`config.mk`:
```
export PLATFORM = sky130hd
export DESIGN_NAME = ptimr_periodic_timer
export DESIGN_NICKNAME = d
export VERILOG_FILES = /design/src/ptimr_pkg.sv /design/src/ptimr_periodic_timer.sv /design/src/ptimr_tick_gen.sv
export SDC_FILE = /design/constraint.sdc
export NUM_CORES = 1
export LEC_CHECK = 0
export ABC_AREA = 1
export BUFFER_PORTS_ARGS = -buffer_cell sky130_fd_sc_hd__clkbuf_2
export CORE_MARGIN = 5
export CORE_UTILIZATION = 44
export DETAILED_ROUTE_END_ITERATION = 7
export HOLD_SLACK_MARGIN = 0.1
export PLACE_DENSITY = 0.62
export SYNTH_ARGS = -nofsm -noshare
export SYNTH_HDL_FRONTEND = slang
export SYNTH_SLANG_ARGS = --single-unit
```
`constraint.sdc`:
```
create_clock -name ref_clk -period 4.24 [get_ports ref_clk]
set_input_delay 0 -clock ref_clk [delete_from_list [all_inputs] [get_ports ref_clk]]
set_output_delay 0 -clock ref_clk [all_outputs]
set_load 0.1 [all_outputs]
```
`src/ptimr_pkg.sv`:
```
`default_nettype none
package ptimr_pkg;
   // register byte offsets
   localparam logic [3:0] REG_CTRL = 4'h0;
   localparam logic [3:0] REG_TCTRL = 4'h4;
   localparam logic [3:0] REG_PRESET = 4'h8;
   localparam int ADDR_W = 4;
   localparam int DATA_W = 32;

   // field positions, control register
   localparam int BIT_IRQ_EN = 0;
   localparam int BIT_FLAG = 2;
   localparam int BIT_MODE = 4;
   // field positions, timer control register
   localparam int BIT_SEL_LO = 0;
   localparam int BIT_SEL_HI = 1;
   localparam int BIT_RUN = 7;

   // reset values and counter compare constants
   localparam logic [7:0] PRESET_RST = 8'h01;
   localparam logic [7:0] CNT_ONE = 8'h01;
   localparam logic [7:0] CNT_ZERO = 8'h00;
   localparam logic [1:0] SEL_RST = 2'h0;

   // bus answers
   localparam logic [1:0] RESP_OKAY = 2'h0;
   localparam logic [1:0] RESP_SLVERR = 2'h2;

   // source tick encodings
   localparam logic [1:0] SEL_4096HZ = 2'h0;
   localparam logic [1:0] SEL_64HZ = 2'h1;
   localparam logic [1:0] SEL_1HZ = 2'h2;
   localparam logic [1:0] SEL_MIN = 2'h3;

   // output modes
   localparam logic MODE_LEVEL = 1'b0;
   localparam logic MODE_REPEAT = 1'b1;

   // clock and source rates
   localparam longint CLK_HZ = 250_000_000;
   localparam longint SRC_FAST_HZ = 4096;
   localparam longint SRC_SLOW_HZ = 64;
   localparam int FAST_DIV = int'(CLK_HZ / SRC_FAST_HZ);
   localparam int SLOW_RATIO = int'(SRC_FAST_HZ / SRC_SLOW_HZ);
   localparam int FAST_CNT_W = 16;
   localparam int SLOW_CNT_W = 6;

   // auto release times in ns, counts rounded down
   localparam longint RTN_122US_NS = 122_000;
   localparam longint RTN_244US_NS = 244_000;
   localparam longint RTN_7813US_NS = 7_813_000;
   localparam longint RTN_15625US_NS = 15_625_000;
   localparam longint NS_PER_S = 1_000_000_000;
   localparam int RTN_122US_CYC = int'(RTN_122US_NS * CLK_HZ / NS_PER_S);
   localparam int RTN_244US_CYC = int'(RTN_244US_NS * CLK_HZ / NS_PER_S);
   localparam int RTN_7813US_CYC = int'(RTN_7813US_NS * CLK_HZ / NS_PER_S);
   localparam int RTN_15625US_CYC = int'(RTN_15625US_NS * CLK_HZ / NS_PER_S);
   localparam int RTN_W = 22;

   // run state
   typedef enum logic [1:0] {
      ST_STOP = 2'b01,
      ST_RUN = 2'b10
   } ptimr_run_e;
endpackage
`default_nettype wire

```
`src/ptimr_periodic_timer.sv`:
```
// Our own choices: register access over AXI4-Lite and the address map.
`default_nettype none
// Function
// - timer event sets the event flag; it stays set until software clears it
// - writing 0 to the flag clears it; writing 1 does nothing
// - clearing the flag does not stop the countdown while run enable is 1
// - level mode: after clear, next 01h to 00h step sets flag, drives output
// - with irq enable 1 an event drives the interrupt output low
// - with irq enable 0 the output is never driven, and is released
// - level mode: enabling irq while flag is set drives output at once
// - period is source tick period times preset; four selectable sources
// - interval may be up to one source tick short, never longer
// - run enable rising starts countdown from the preset
// - count down once per source tick; event on 01h to 00h step
// - after each event reload preset and keep counting while running
// - while flag stays set, further expiries add no new level effect
// - clearing run enable keeps flag and asserted output
// - level mode: flag cleared releases the output regardless of irq enable
// - preset accepts 1 to 255; zero is refused
// - 1 Hz and 1/60 Hz sources are the calendar second and minute strobes
// - mode bit 0 is level mode, 1 is repeated pulse mode
// - repeated mode releases output after the auto release time
module ptimr_periodic_timer #(
   parameter int FAST_DIV = ptimr_pkg::FAST_DIV,
   parameter int RTN_122US_CYC = ptimr_pkg::RTN_122US_CYC,
   parameter int RTN_244US_CYC = ptimr_pkg::RTN_244US_CYC,
   parameter int RTN_7813US_CYC = ptimr_pkg::RTN_7813US_CYC,
   parameter int RTN_15625US_CYC = ptimr_pkg::RTN_15625US_CYC
) (
   input wire logic ref_clk,
   input wire logic resetn,
   input wire logic secTick,
   input wire logic minTick,
   input wire logic [ptimr_pkg::ADDR_W-1:0] s_axi_awaddr,
   input wire logic s_axi_awvalid,
   output logic s_axi_awready,
   input wire logic [ptimr_pkg::DATA_W-1:0] s_axi_wdata,
   input wire logic [3:0] s_axi_wstrb,
   input wire logic s_axi_wvalid,
   output logic s_axi_wready,
   output logic [1:0] s_axi_bresp,
   output logic s_axi_bvalid,
   input wire logic s_axi_bready,
   input wire logic [ptimr_pkg::ADDR_W-1:0] s_axi_araddr,
   input wire logic s_axi_arvalid,
   output logic s_axi_arready,
   output logic [ptimr_pkg::DATA_W-1:0] s_axi_rdata,
   output logic [1:0] s_axi_rresp,
   output logic s_axi_rvalid,
   input wire logic s_axi_rready,
   output logic timerIrqOutN_o,
   output logic timerIrqOutN_oe_n
);
   logic fastTick, slowTick, srcTick;
   // bus slave state
   logic awHeld_q, awHeld_d, wHeld_q, wHeld_d;
   logic [ptimr_pkg::ADDR_W-1:0] awAddr_q, awAddr_d, arAddr;
   logic [7:0] wByte_q, wByte_d;
   logic wLane_q, wLane_d;
   logic bValid_q, bValid_d, rValid_q, rValid_d;
   logic [1:0] bResp_q, bResp_d, rResp_q, rResp_d;
   logic [ptimr_pkg::DATA_W-1:0] rData_q, rData_d;
   logic doWrite, wrCtrl, wrTctrl, wrPreset, flagClr;
   // timer state
   logic irqEn_q, irqEn_d, mode_q, mode_d, runEn_q, runEn_d;
   logic [1:0] srcSel_q, srcSel_d;
   logic [7:0] preset_q, preset_d, cnt_q, cnt_d;
   logic flag_q, flag_d, drive_q, drive_d;
   logic [ptimr_pkg::RTN_W-1:0] rtn_q, rtn_d, rtnLoad;
   logic timerEvent, pulseActive;
   ptimr_pkg::ptimr_run_e state_q, state_d;

   ptimr_tick_gen #(
      .FAST_DIV(FAST_DIV)
   ) u_tick (
      .ref_clk(ref_clk),
      .resetn(resetn),
      .fastTick(fastTick),
      .slowTick(slowTick)
   );

   // source select; 1 Hz and minute sources follow the calendar strobes
   always_comb begin
      case (srcSel_q)
         ptimr_pkg::SEL_4096HZ: srcTick = fastTick;
         ptimr_pkg::SEL_64HZ: srcTick = slowTick;
         ptimr_pkg::SEL_1HZ: srcTick = secTick;
         default: srcTick = minTick;
      endcase
   end

   // write channel: address and data captured in either order
   always_comb begin
      awHeld_d = awHeld_q;
      awAddr_d = awAddr_q;
      wHeld_d = wHeld_q;
      wByte_d = wByte_q;
      wLane_d = wLane_q;
      bValid_d = bValid_q;
      bResp_d = bResp_q;
      doWrite = awHeld_q && wHeld_q && !bValid_q;
      if (s_axi_awvalid && s_axi_awready) begin
         awHeld_d = 1'b1;
         awAddr_d = s_axi_awaddr;
      end
      if (s_axi_wvalid && s_axi_wready) begin
         wHeld_d = 1'b1;
         wByte_d = s_axi_wdata[7:0];
         wLane_d = s_axi_wstrb[0];
      end
      if (doWrite) begin
         awHeld_d = 1'b0;
         wHeld_d = 1'b0;
         bValid_d = 1'b1;
         case (awAddr_q)
            ptimr_pkg::REG_CTRL, ptimr_pkg::REG_TCTRL, ptimr_pkg::REG_PRESET:
               bResp_d = ptimr_pkg::RESP_OKAY;
            default: bResp_d = ptimr_pkg::RESP_SLVERR;
         endcase
      end else if (bValid_q && s_axi_bready) begin
         bValid_d = 1'b0;
      end
   end

   assign s_axi_awready = !awHeld_q && !bValid_q;
   assign s_axi_wready = !wHeld_q && !bValid_q;
   assign wrCtrl = doWrite && wLane_q && (awAddr_q == ptimr_pkg::REG_CTRL);
   assign wrTctrl = doWrite && wLane_q && (awAddr_q == ptimr_pkg::REG_TCTRL);
   assign wrPreset = doWrite && wLane_q && (awAddr_q == ptimr_pkg::REG_PRESET);
   assign flagClr = wrCtrl && !wByte_q[ptimr_pkg::BIT_FLAG];

   // read channel: one cycle answer; preset address shows the live count
   always_comb begin
      rValid_d = rValid_q;
      rData_d = rData_q;
      rResp_d = rResp_q;
      arAddr = s_axi_araddr;
      if (s_axi_arvalid && s_axi_arready) begin
         rValid_d = 1'b1;
         rData_d = '0;
         rResp_d = ptimr_pkg::RESP_OKAY;
         case (arAddr)
            ptimr_pkg::REG_CTRL: begin
               rData_d[ptimr_pkg::BIT_IRQ_EN] = irqEn_q;
               rData_d[ptimr_pkg::BIT_FLAG] = flag_q;
               rData_d[ptimr_pkg::BIT_MODE] = mode_q;
            end
            ptimr_pkg::REG_TCTRL: begin
               rData_d[ptimr_pkg::BIT_SEL_HI:ptimr_pkg::BIT_SEL_LO] = srcSel_q;
               rData_d[ptimr_pkg::BIT_RUN] = runEn_q;
            end
            ptimr_pkg::REG_PRESET: rData_d[7:0] = cnt_q;
            default: rResp_d = ptimr_pkg::RESP_SLVERR;
         endcase
      end else if (rValid_q && s_axi_rready) begin
         rValid_d = 1'b0;
      end
   end

   assign s_axi_arready = !rValid_q;

   // control bits; zero preset is refused and the old value stays
   always_comb begin
      irqEn_d = irqEn_q;
      mode_d = mode_q;
      runEn_d = runEn_q;
      srcSel_d = srcSel_q;
      preset_d = preset_q;
      if (wrCtrl) begin
         irqEn_d = wByte_q[ptimr_pkg::BIT_IRQ_EN];
         mode_d = wByte_q[ptimr_pkg::BIT_MODE];
      end
      if (wrTctrl) begin
         runEn_d = wByte_q[ptimr_pkg::BIT_RUN];
         srcSel_d = wByte_q[ptimr_pkg::BIT_SEL_HI:ptimr_pkg::BIT_SEL_LO];
      end
      if (wrPreset && (wByte_q != ptimr_pkg::CNT_ZERO)) begin
         preset_d = wByte_q;
      end
   end

   // countdown; prescaler is not aligned to start, so the first step
   // may come early by up to one source tick
   always_comb begin
      state_d = state_q;
      cnt_d = cnt_q;
      timerEvent = 1'b0;
      case (state_q)
         ptimr_pkg::ST_STOP: begin
            if (runEn_q) begin
               state_d = ptimr_pkg::ST_RUN;
               cnt_d = preset_q;
            end
         end
         ptimr_pkg::ST_RUN: begin
            if (!runEn_q) begin
               state_d = ptimr_pkg::ST_STOP;
            end else if (srcTick) begin
               if (cnt_q == ptimr_pkg::CNT_ONE) begin
                  timerEvent = 1'b1;
                  cnt_d = preset_q;
               end else begin
                  cnt_d = cnt_q - 1'b1;
               end
            end
         end
         default: state_d = ptimr_pkg::ST_STOP;
      endcase
   end

   // sticky flag; a new event wins over a clear in the same cycle
   always_comb begin
      flag_d = timerEvent || (flag_q && !flagClr);
   end

   // auto release length for repeated mode, picked from source and preset
   always_comb begin
      case (srcSel_q)
         ptimr_pkg::SEL_4096HZ: rtnLoad = (preset_q == ptimr_pkg::CNT_ONE) ?
            ptimr_pkg::RTN_W'(RTN_122US_CYC) : ptimr_pkg::RTN_W'(RTN_244US_CYC);
         ptimr_pkg::SEL_64HZ: rtnLoad = (preset_q == ptimr_pkg::CNT_ONE) ?
            ptimr_pkg::RTN_W'(RTN_7813US_CYC) : ptimr_pkg::RTN_W'(RTN_15625US_CYC);
         default: rtnLoad = ptimr_pkg::RTN_W'(RTN_15625US_CYC);
      endcase
      rtn_d = rtn_q;
      if (timerEvent && (mode_q == ptimr_pkg::MODE_REPEAT)) begin
         rtn_d = rtnLoad;
      end else if (rtn_q != '0) begin
         rtn_d = rtn_q - 1'b1;
      end
   end

   assign pulseActive = (rtn_q != '0);

   // pin drive: level mode follows the flag, repeated mode the pulse
   always_comb begin
      if (mode_q == ptimr_pkg::MODE_LEVEL) begin
         drive_d = irqEn_q && flag_q;
      end else begin
         drive_d = irqEn_q && pulseActive;
      end
   end

   always_ff @(posedge ref_clk) begin
      if (!resetn) begin
         awHeld_q <= 1'b0;
         awAddr_q <= '0;
         wHeld_q <= 1'b0;
         wByte_q <= '0;
         wLane_q <= 1'b0;
         bValid_q <= 1'b0;
         bResp_q <= ptimr_pkg::RESP_OKAY;
         rValid_q <= 1'b0;
         rData_q <= '0;
         rResp_q <= ptimr_pkg::RESP_OKAY;
         irqEn_q <= 1'b0;
         mode_q <= ptimr_pkg::MODE_LEVEL;
         runEn_q <= 1'b0;
         srcSel_q <= ptimr_pkg::SEL_RST;
         preset_q <= ptimr_pkg::PRESET_RST;
         cnt_q <= ptimr_pkg::CNT_ZERO;
         state_q <= ptimr_pkg::ST_STOP;
         flag_q <= 1'b0;
         rtn_q <= '0;
         drive_q <= 1'b0;
      end else begin
         awHeld_q <= awHeld_d;
         awAddr_q <= awAddr_d;
         wHeld_q <= wHeld_d;
         wByte_q <= wByte_d;
         wLane_q <= wLane_d;
         bValid_q <= bValid_d;
         bResp_q <= bResp_d;
         rValid_q <= rValid_d;
         rData_q <= rData_d;
         rResp_q <= rResp_d;
         irqEn_q <= irqEn_d;
         mode_q <= mode_d;
         runEn_q <= runEn_d;
         srcSel_q <= srcSel_d;
         preset_q <= preset_d;
         cnt_q <= cnt_d;
         state_q <= state_d;
         flag_q <= flag_d;
         rtn_q <= rtn_d;
         drive_q <= drive_d;
      end
   end

   assign s_axi_bvalid = bValid_q;
   assign s_axi_bresp = bResp_q;
   assign s_axi_rvalid = rValid_q;
   assign s_axi_rdata = rData_q;
   assign s_axi_rresp = rResp_q;
   // open drain: data always low, enable low while pulling down
   assign timerIrqOutN_o = 1'b0;
   assign timerIrqOutN_oe_n = !drive_q;
endmodule
`default_nettype wire

```
`src/ptimr_tick_gen.sv`:
```
`default_nettype none
module ptimr_tick_gen #(
   parameter int FAST_DIV = ptimr_pkg::FAST_DIV
) (
   input wire logic ref_clk,
   input wire logic resetn,
   output logic fastTick,
   output logic slowTick
);
   logic [ptimr_pkg::FAST_CNT_W-1:0] fastCnt_q, fastCnt_d;
   logic [ptimr_pkg::SLOW_CNT_W-1:0] slowCnt_q, slowCnt_d;
   logic fastTick_q, fastTick_d;
   logic slowTick_q, slowTick_d;
   logic fastWrap;

   // free running prescaler, never restarted by the timer
   always_comb begin
      fastWrap = (fastCnt_q == ptimr_pkg::FAST_CNT_W'(FAST_DIV - 1));
      fastCnt_d = fastWrap ? '0 : fastCnt_q + 1'b1;
      slowCnt_d = slowCnt_q;
      if (fastWrap) begin
         slowCnt_d = slowCnt_q + 1'b1;
      end
      fastTick_d = fastWrap;
      slowTick_d = fastWrap &&
         (slowCnt_q == ptimr_pkg::SLOW_CNT_W'(ptimr_pkg::SLOW_RATIO - 1));
   end

   always_ff @(posedge ref_clk) begin
      if (!resetn) begin
         fastCnt_q <= '0;
         slowCnt_q <= '0;
         fastTick_q <= 1'b0;
         slowTick_q <= 1'b0;
      end else begin
         fastCnt_q <= fastCnt_d;
         slowCnt_q <= slowCnt_d;
         fastTick_q <= fastTick_d;
         slowTick_q <= slowTick_d;
      end
   end

   assign fastTick = fastTick_q;
   assign slowTick = slowTick_q;
endmodule
`default_nettype wire
```
# Word-level counts from Yosys, hierarchy flattened
# Cells that the tools add are included.
dict set report classes {
  n_addsub 4
  multipliers 0
  div_mod_pow 0
  n_lt_le_gt_ge 0
  n_eq_ne 16
  n_shift 0
  mux 32
  bitwise_logic 1
  reduce_logical 43
}
# cell n
set op_table {}
lappend op_table {{22-bit 2-to-1 mux} 3}
lappend op_table {{22-bit one-hot mux with 2 select lines} 1}
lappend op_table {{8-bit 2-to-1 mux} 4}
lappend op_table {{22-bit nonzero test} 1}
lappend op_table {{22-bit by 1-bit subtractor with 22-bit output, second input constant} 1}
lappend op_table {{1-bit logical AND} 20}
lappend op_table {{16-bit by 1-bit adder with 16-bit output, second input constant} 1}
lappend op_table {{16-bit equality test, second input constant} 1}
lappend op_table {{8-bit by 1-bit equality test with 1-bit output, second input constant} 2}
lappend op_table {{16-bit 2-to-1 mux} 1}
lappend op_table {{8-bit one-hot mux with 2 select lines} 1}
lappend op_table {{1-bit 2-to-1 mux} 10}
lappend op_table {{2-bit 2-to-1 mux} 5}
lappend op_table {{4-bit by 3-bit equality test with 1-bit output, second input constant} 2}
lappend op_table {{4-bit equality test, second input constant} 2}
lappend op_table {{4-bit logical NOT} 2}
lappend op_table {{2-bit != test, second input constant} 4}
lappend op_table {{1-bit one-hot mux with 2 select lines} 4}
lappend op_table {{2-bit nonzero test} 4}
lappend op_table {{8-bit nonzero test} 1}
lappend op_table {{8-bit by 1-bit subtractor with 8-bit output, second input constant} 1}
lappend op_table {{1-bit logical NOT} 7}
lappend op_table {{6-bit by 1-bit adder with 6-bit output, second input constant} 1}
lappend op_table {{6-bit equality test, second input constant} 1}
lappend op_table {{other kinds (11)} 16}
dict set report word_totals {
  register_bits 100
  latch_bits 0
  ram_bits 0
  mem_bits_ro 0
  elab_cells 120
  mem_count 0
}

# Longest topological paths before layout
dict set report depth {
  word_depth 8
  mapped_depth 12
  ltp_nobuf 12
}

# Hierarchy
# Synthesis repeated with hierarchy kept, for this count alone.
dict set report hier_totals {
  hier_cells 788
  area_unflattened_um2 5346.4
}
# module instances cells_each area_per_inst_um2 seq_area_each_um2
set modules_own_cells {}
lappend modules_own_cells {ptimr_periodic_timer 1 595 4032.6 1481.4}
lappend modules_own_cells {ptimr_tick_gen 1 193 1313.8 480.5}

# Least setup slack after synthesis
# Ideal clock, no wire load.
dict set report synth_path {
  path_kind {reg-to-reg}
  start {reg bValid_q, in the netlist s_axi_bvalid}
  end {reg wByte_q[2]}
  t_arrival_ns 2.841
  required_time_ns 4.124
  setup_slack_ns 1.283
  path_stages_with_launch 6
  synth_period_minus_slack_ns 2.957
  path_cell_list {dfxtp_1 nor2_1 nand2_1 clkbuf_1 o21ai_0 nor2_1}
}
dict set report synth_via {
  elab_chain_cells 3
}
# element line_no
set synth_lines {}
lappend synth_lines {{from (decl)} ptimr_periodic_timer.sv:60} ;# logic bValid_q, bValid_d, rValid_q, rValid_d;
lappend synth_lines {{from (signal assigned)} ptimr_periodic_timer.sv:272} ;# bValid_q <= bValid_d;
lappend synth_lines {{1-bit logical NOT} ptimr_periodic_timer.sv:126} ;# assign s_axi_wready = !wHeld_q && !bValid_q;
lappend synth_lines {{1-bit logical AND} ptimr_periodic_timer.sv:126}
lappend synth_lines {{net s_axi_wready} ptimr_periodic_timer.sv:40} ;# output logic s_axi_wready,
lappend synth_lines {{1-bit logical AND} ptimr_periodic_timer.sv:106} ;# if (s_axi_wvalid && s_axi_wready) begin
lappend synth_lines {{to (signal assigned)} ptimr_periodic_timer.sv:270} ;# wByte_q <= wByte_d;
lappend synth_lines {{to (decl)} ptimr_periodic_timer.sv:58} ;# logic [7:0] wByte_q, wByte_d;
# The timed path passes the listed nets, and every way through them passes these cells.
# A chain may end at the register's enable or synchronous reset.

==> impl_results.md <==
- # H-tree levels: 3
- Worst VDD drop: 0.329 mV
- Netlist Area Pre-Place: 0.00522 mm²
- Layout cells sized above 1: 12.1%
- Dpl cells: 926
- First-pass GRT wire length: 20.3 mm
- Clk pin slew, worst setup/hold paths: 70 ps
- CP max FO: 44
- TNS Setup: 0 ps
- Post-CTS Setup Inserts: 0
- Pin count of the biggest net entering global routing: 45
- Area Growth Syn to Fin: 14.4%
- Antenna diode count: 0
- Synth Instances: 758
- Total track usage: 17.3%
- Vias: 4803
- Avg Inst Size Synth: 6.89 µm²
- Final Cell Area: 0.00597 mm²
- Die X: 119 µm
- Reg2Reg Launch Point: u_tick.fastCnt_q[0]
- Non-filler cells, final: 964
- Post-CTS Resized: 0
- Core box area: 0.0115 mm²
- Max frequency: 497 MHz
- Final worst setup slack: 2230 ps
- CTS tree: built
- Routed WL: 11.9 mm
- Reg2reg end: u_tick.fastCnt_q[14]
- GRT overflow: 0
- WS Path Type: in -> reg
- Reg2reg path depth: 9
- TritonRoute pass-1 iters: 4
- Starting Density: 45.3%
- CP Data Arrival Time: 2310 ps
- Dominant synthesized flop cell: dfxtp_1
- Pre-CTS WS: 1840 ps
- Max_cap viols: 0
- Post-DP Area: 0.00542 mm²
- CTS Buffer Depth: 2
- Final hold vios: 0
- Drc violations: 0
- Nets: 875
- Synthesis-stage register bit count: 98
- Number of synthesized flops with an enable pin: 0
- TritonCTS buffer count: 9
- Vias per inst: 4.98
- Seq/Total Area, Yosys: 37.6%
- Die ar.: 0.0141 mm²
- Status: complete, no violations
- Worst-Margin Slew: 1010 ps
- Hold path startpoint: s_axi_araddr[0]
- Max-slew violations: 0
- Worst skew pair latency: 360 ps
- Hold WC Path Type: in -> reg
- Yosys Warn Count: 0
- Fin util: 51.9%
- Initial DRC Count: 329
- Final setup vio count: 0
- Worst hold endpoint: s_axi_rdata[4]
- Hpwl dp: 8.44 mm
- Initial antenna violation count: 0
- Die Ht: 119 µm
- Clock tree sinks: 98
- Min cycle time layout: 2010 ps
- Clock Tree Root: clkbuf_16
- Max Clock Skew: 10.3 ps
- Site Rows: 39
- Asr flop ratio synth: 0%
- Period Utilization, post-route: 47.5%
- Gpl congestion: 0.885
- Hold-fix buffer count after cts: 22
- Static leakage: 2.76 nW
- Number of global-route vias before repair: 4486
- Worst Setup Start Kind: input pin
- Hold depth: 6
- CP required: 4540 ps
- Internal reg-to-reg setup slack: 2260 ps
- Synth unique cells: 43
- Critical Path Sink Type: flop
- Pwr per Cell Area: 554 mW/mm²
- Routed WL per cell: 12.3 µm
- Slew HR: 32.6%
- RSZ-0062 raised after global routing: no
- I/O pin total: 96
- ANT nets after route: 0
- PortBufs: 41
## layout by cell type (no fill, tap or decap), types with 2 or more instances in the layout
master	instances
nand2_2	5
dfxtp_1	98
xnor2_1	4
nand3b_1	6
a21oi_2	4
nor2_1	117
nand2_1	159
bufinv_16	2
a21oi_1	40
nand3_2	3
inv_8	2
or2_2	5
nor2_2	8
nor2_4	4
inv_1	87
clkbuf_16	9
o211ai_1	2
dlygate4sd3_1	22
inv_2	2
xor2_1	18
ha_1	6
clkinv_2	2
nor3_1	9
clkinv_4	2
o21ai_0	46
nand4_1	12
nand2_4	3
conb_1	27
o21ai_1	3
nand3_1	50
a211oi_1	3
o221ai_1	4
clkbuf_2	41
nor4_1	4
## metrics by stage
stage | hold slack [ps] | power (mW)
6_report | 184 | 3.31
5_1_grt | 240 | 3.54
3_3_place_gp | 253 | 2.36
3_5_place_dp | 259 | 2.38
2_1_floorplan | 155 | 2.19
4_1_cts | 168 | 3.33
## how the worst max path moves through the flow
| stage | start | endpoint | slack, ps | cells past startpoint |
|---|---|---|---|---|
| after global routing | resetn | u_tick.slowCnt_q[0] | 1970 | 5 |
| after detailed placement | resetn | srcSel_q[0] | 1840 | 3 |
| after CTS | resetn | srcSel_q[0] | 2220 | 3 |
| after floorplan | s_axi_bvalid | wByte_q[2] | 1280 | 5 |
| final | resetn | u_tick.slowCnt_q[1] | 2230 | 4 |
| after global placement | resetn | u_tick.fastTick | 1860 | 3 |
## worst max-delay path: stages
cell      delay, ps
clkbuf_2        740
clkinv_1       1030
nor2_1          350
a22o_1          170
## routing by layer
metal | global-route usage, % | share of wire (%)
met1 | 22.1 | 47
met2 | 28.3 | 46
met3 | 5.26 | 6.2
met4 | 5.29 | 1.0
met5 | 0 | 0
## logic make-up (layout without fill, tap and decap cells)
logic type | after synthesis | after routing | synth area share [%]
AO/OA/AOI/OAI | 106 | 106 | 11.2
XOR/XNOR | 22 | 22 | 3.69
adder cells (fa/ha/maj) | 6 | 6 | 1.44
buffers and inverters | 135 | 172 | 12.2
flip-flops | 98 | 98 | 37.6
other | 1 | 27 | 0.0718
AND/OR/NAND/NOR | 390 | 390 | 33.8
## layout make-up
| type | count | area [µm²] |
|---|---|---|
| multi-input cells | 551 | 2720 |
| well taps | 143 | 179 |
| repair buffers | 63 | 425 |
| flip-flops and latches | 98 | 1960 |
| clock buffers | 9 | 225 |
| clock inverters | 7 | 109 |
| fillers | 1124 | 5540 |
| inverters | 93 | 354 |
## synthesized netlist by cell type (4+ instances only)
master	instances	share of area, %
a21oi_1	40	3.8
a21oi_2	4	0.67
buf_2	5	0.48
buf_4	28	4.0
clkbuf_1	7	0.50
dfxtp_1	98	38
ha_1	6	1.4
inv_1	87	6.3
nand2_1	159	11
nand2_2	5	0.60
nand3_1	50	4.8
nand3b_1	6	0.86
nand4_1	12	1.4
nor2_1	117	8.4
nor2_2	8	0.96
nor2_4	4	0.86
nor3_1	9	0.86
nor4_1	4	0.48
o21ai_0	46	4.4
o221ai_1	4	0.67
or2_2	5	0.60
xnor2_1	4	0.67
xor2_1	18	3.0
## where the power goes
group,total (mW),internal (mW),switching (mW)
logic,1.27,0.404,0.865
registers,1.12,1.03,0.0953
clock network,0.917,0.530,0.388
## registers in the layout (all words and copies together), names as in the netlist, 2 cells and up
signal / cells
awAddr_q: 4
cnt_q: 8
preset_q: 8
rtn_q: 22
s_axi_rdata: 8
srcSel_q: 2
state_q: 2
u_tick.fastCnt_q: 16
u_tick.slowCnt_q: 6
wByte_q: 8
No activity file was read; power rests on OpenSTA's default activity.
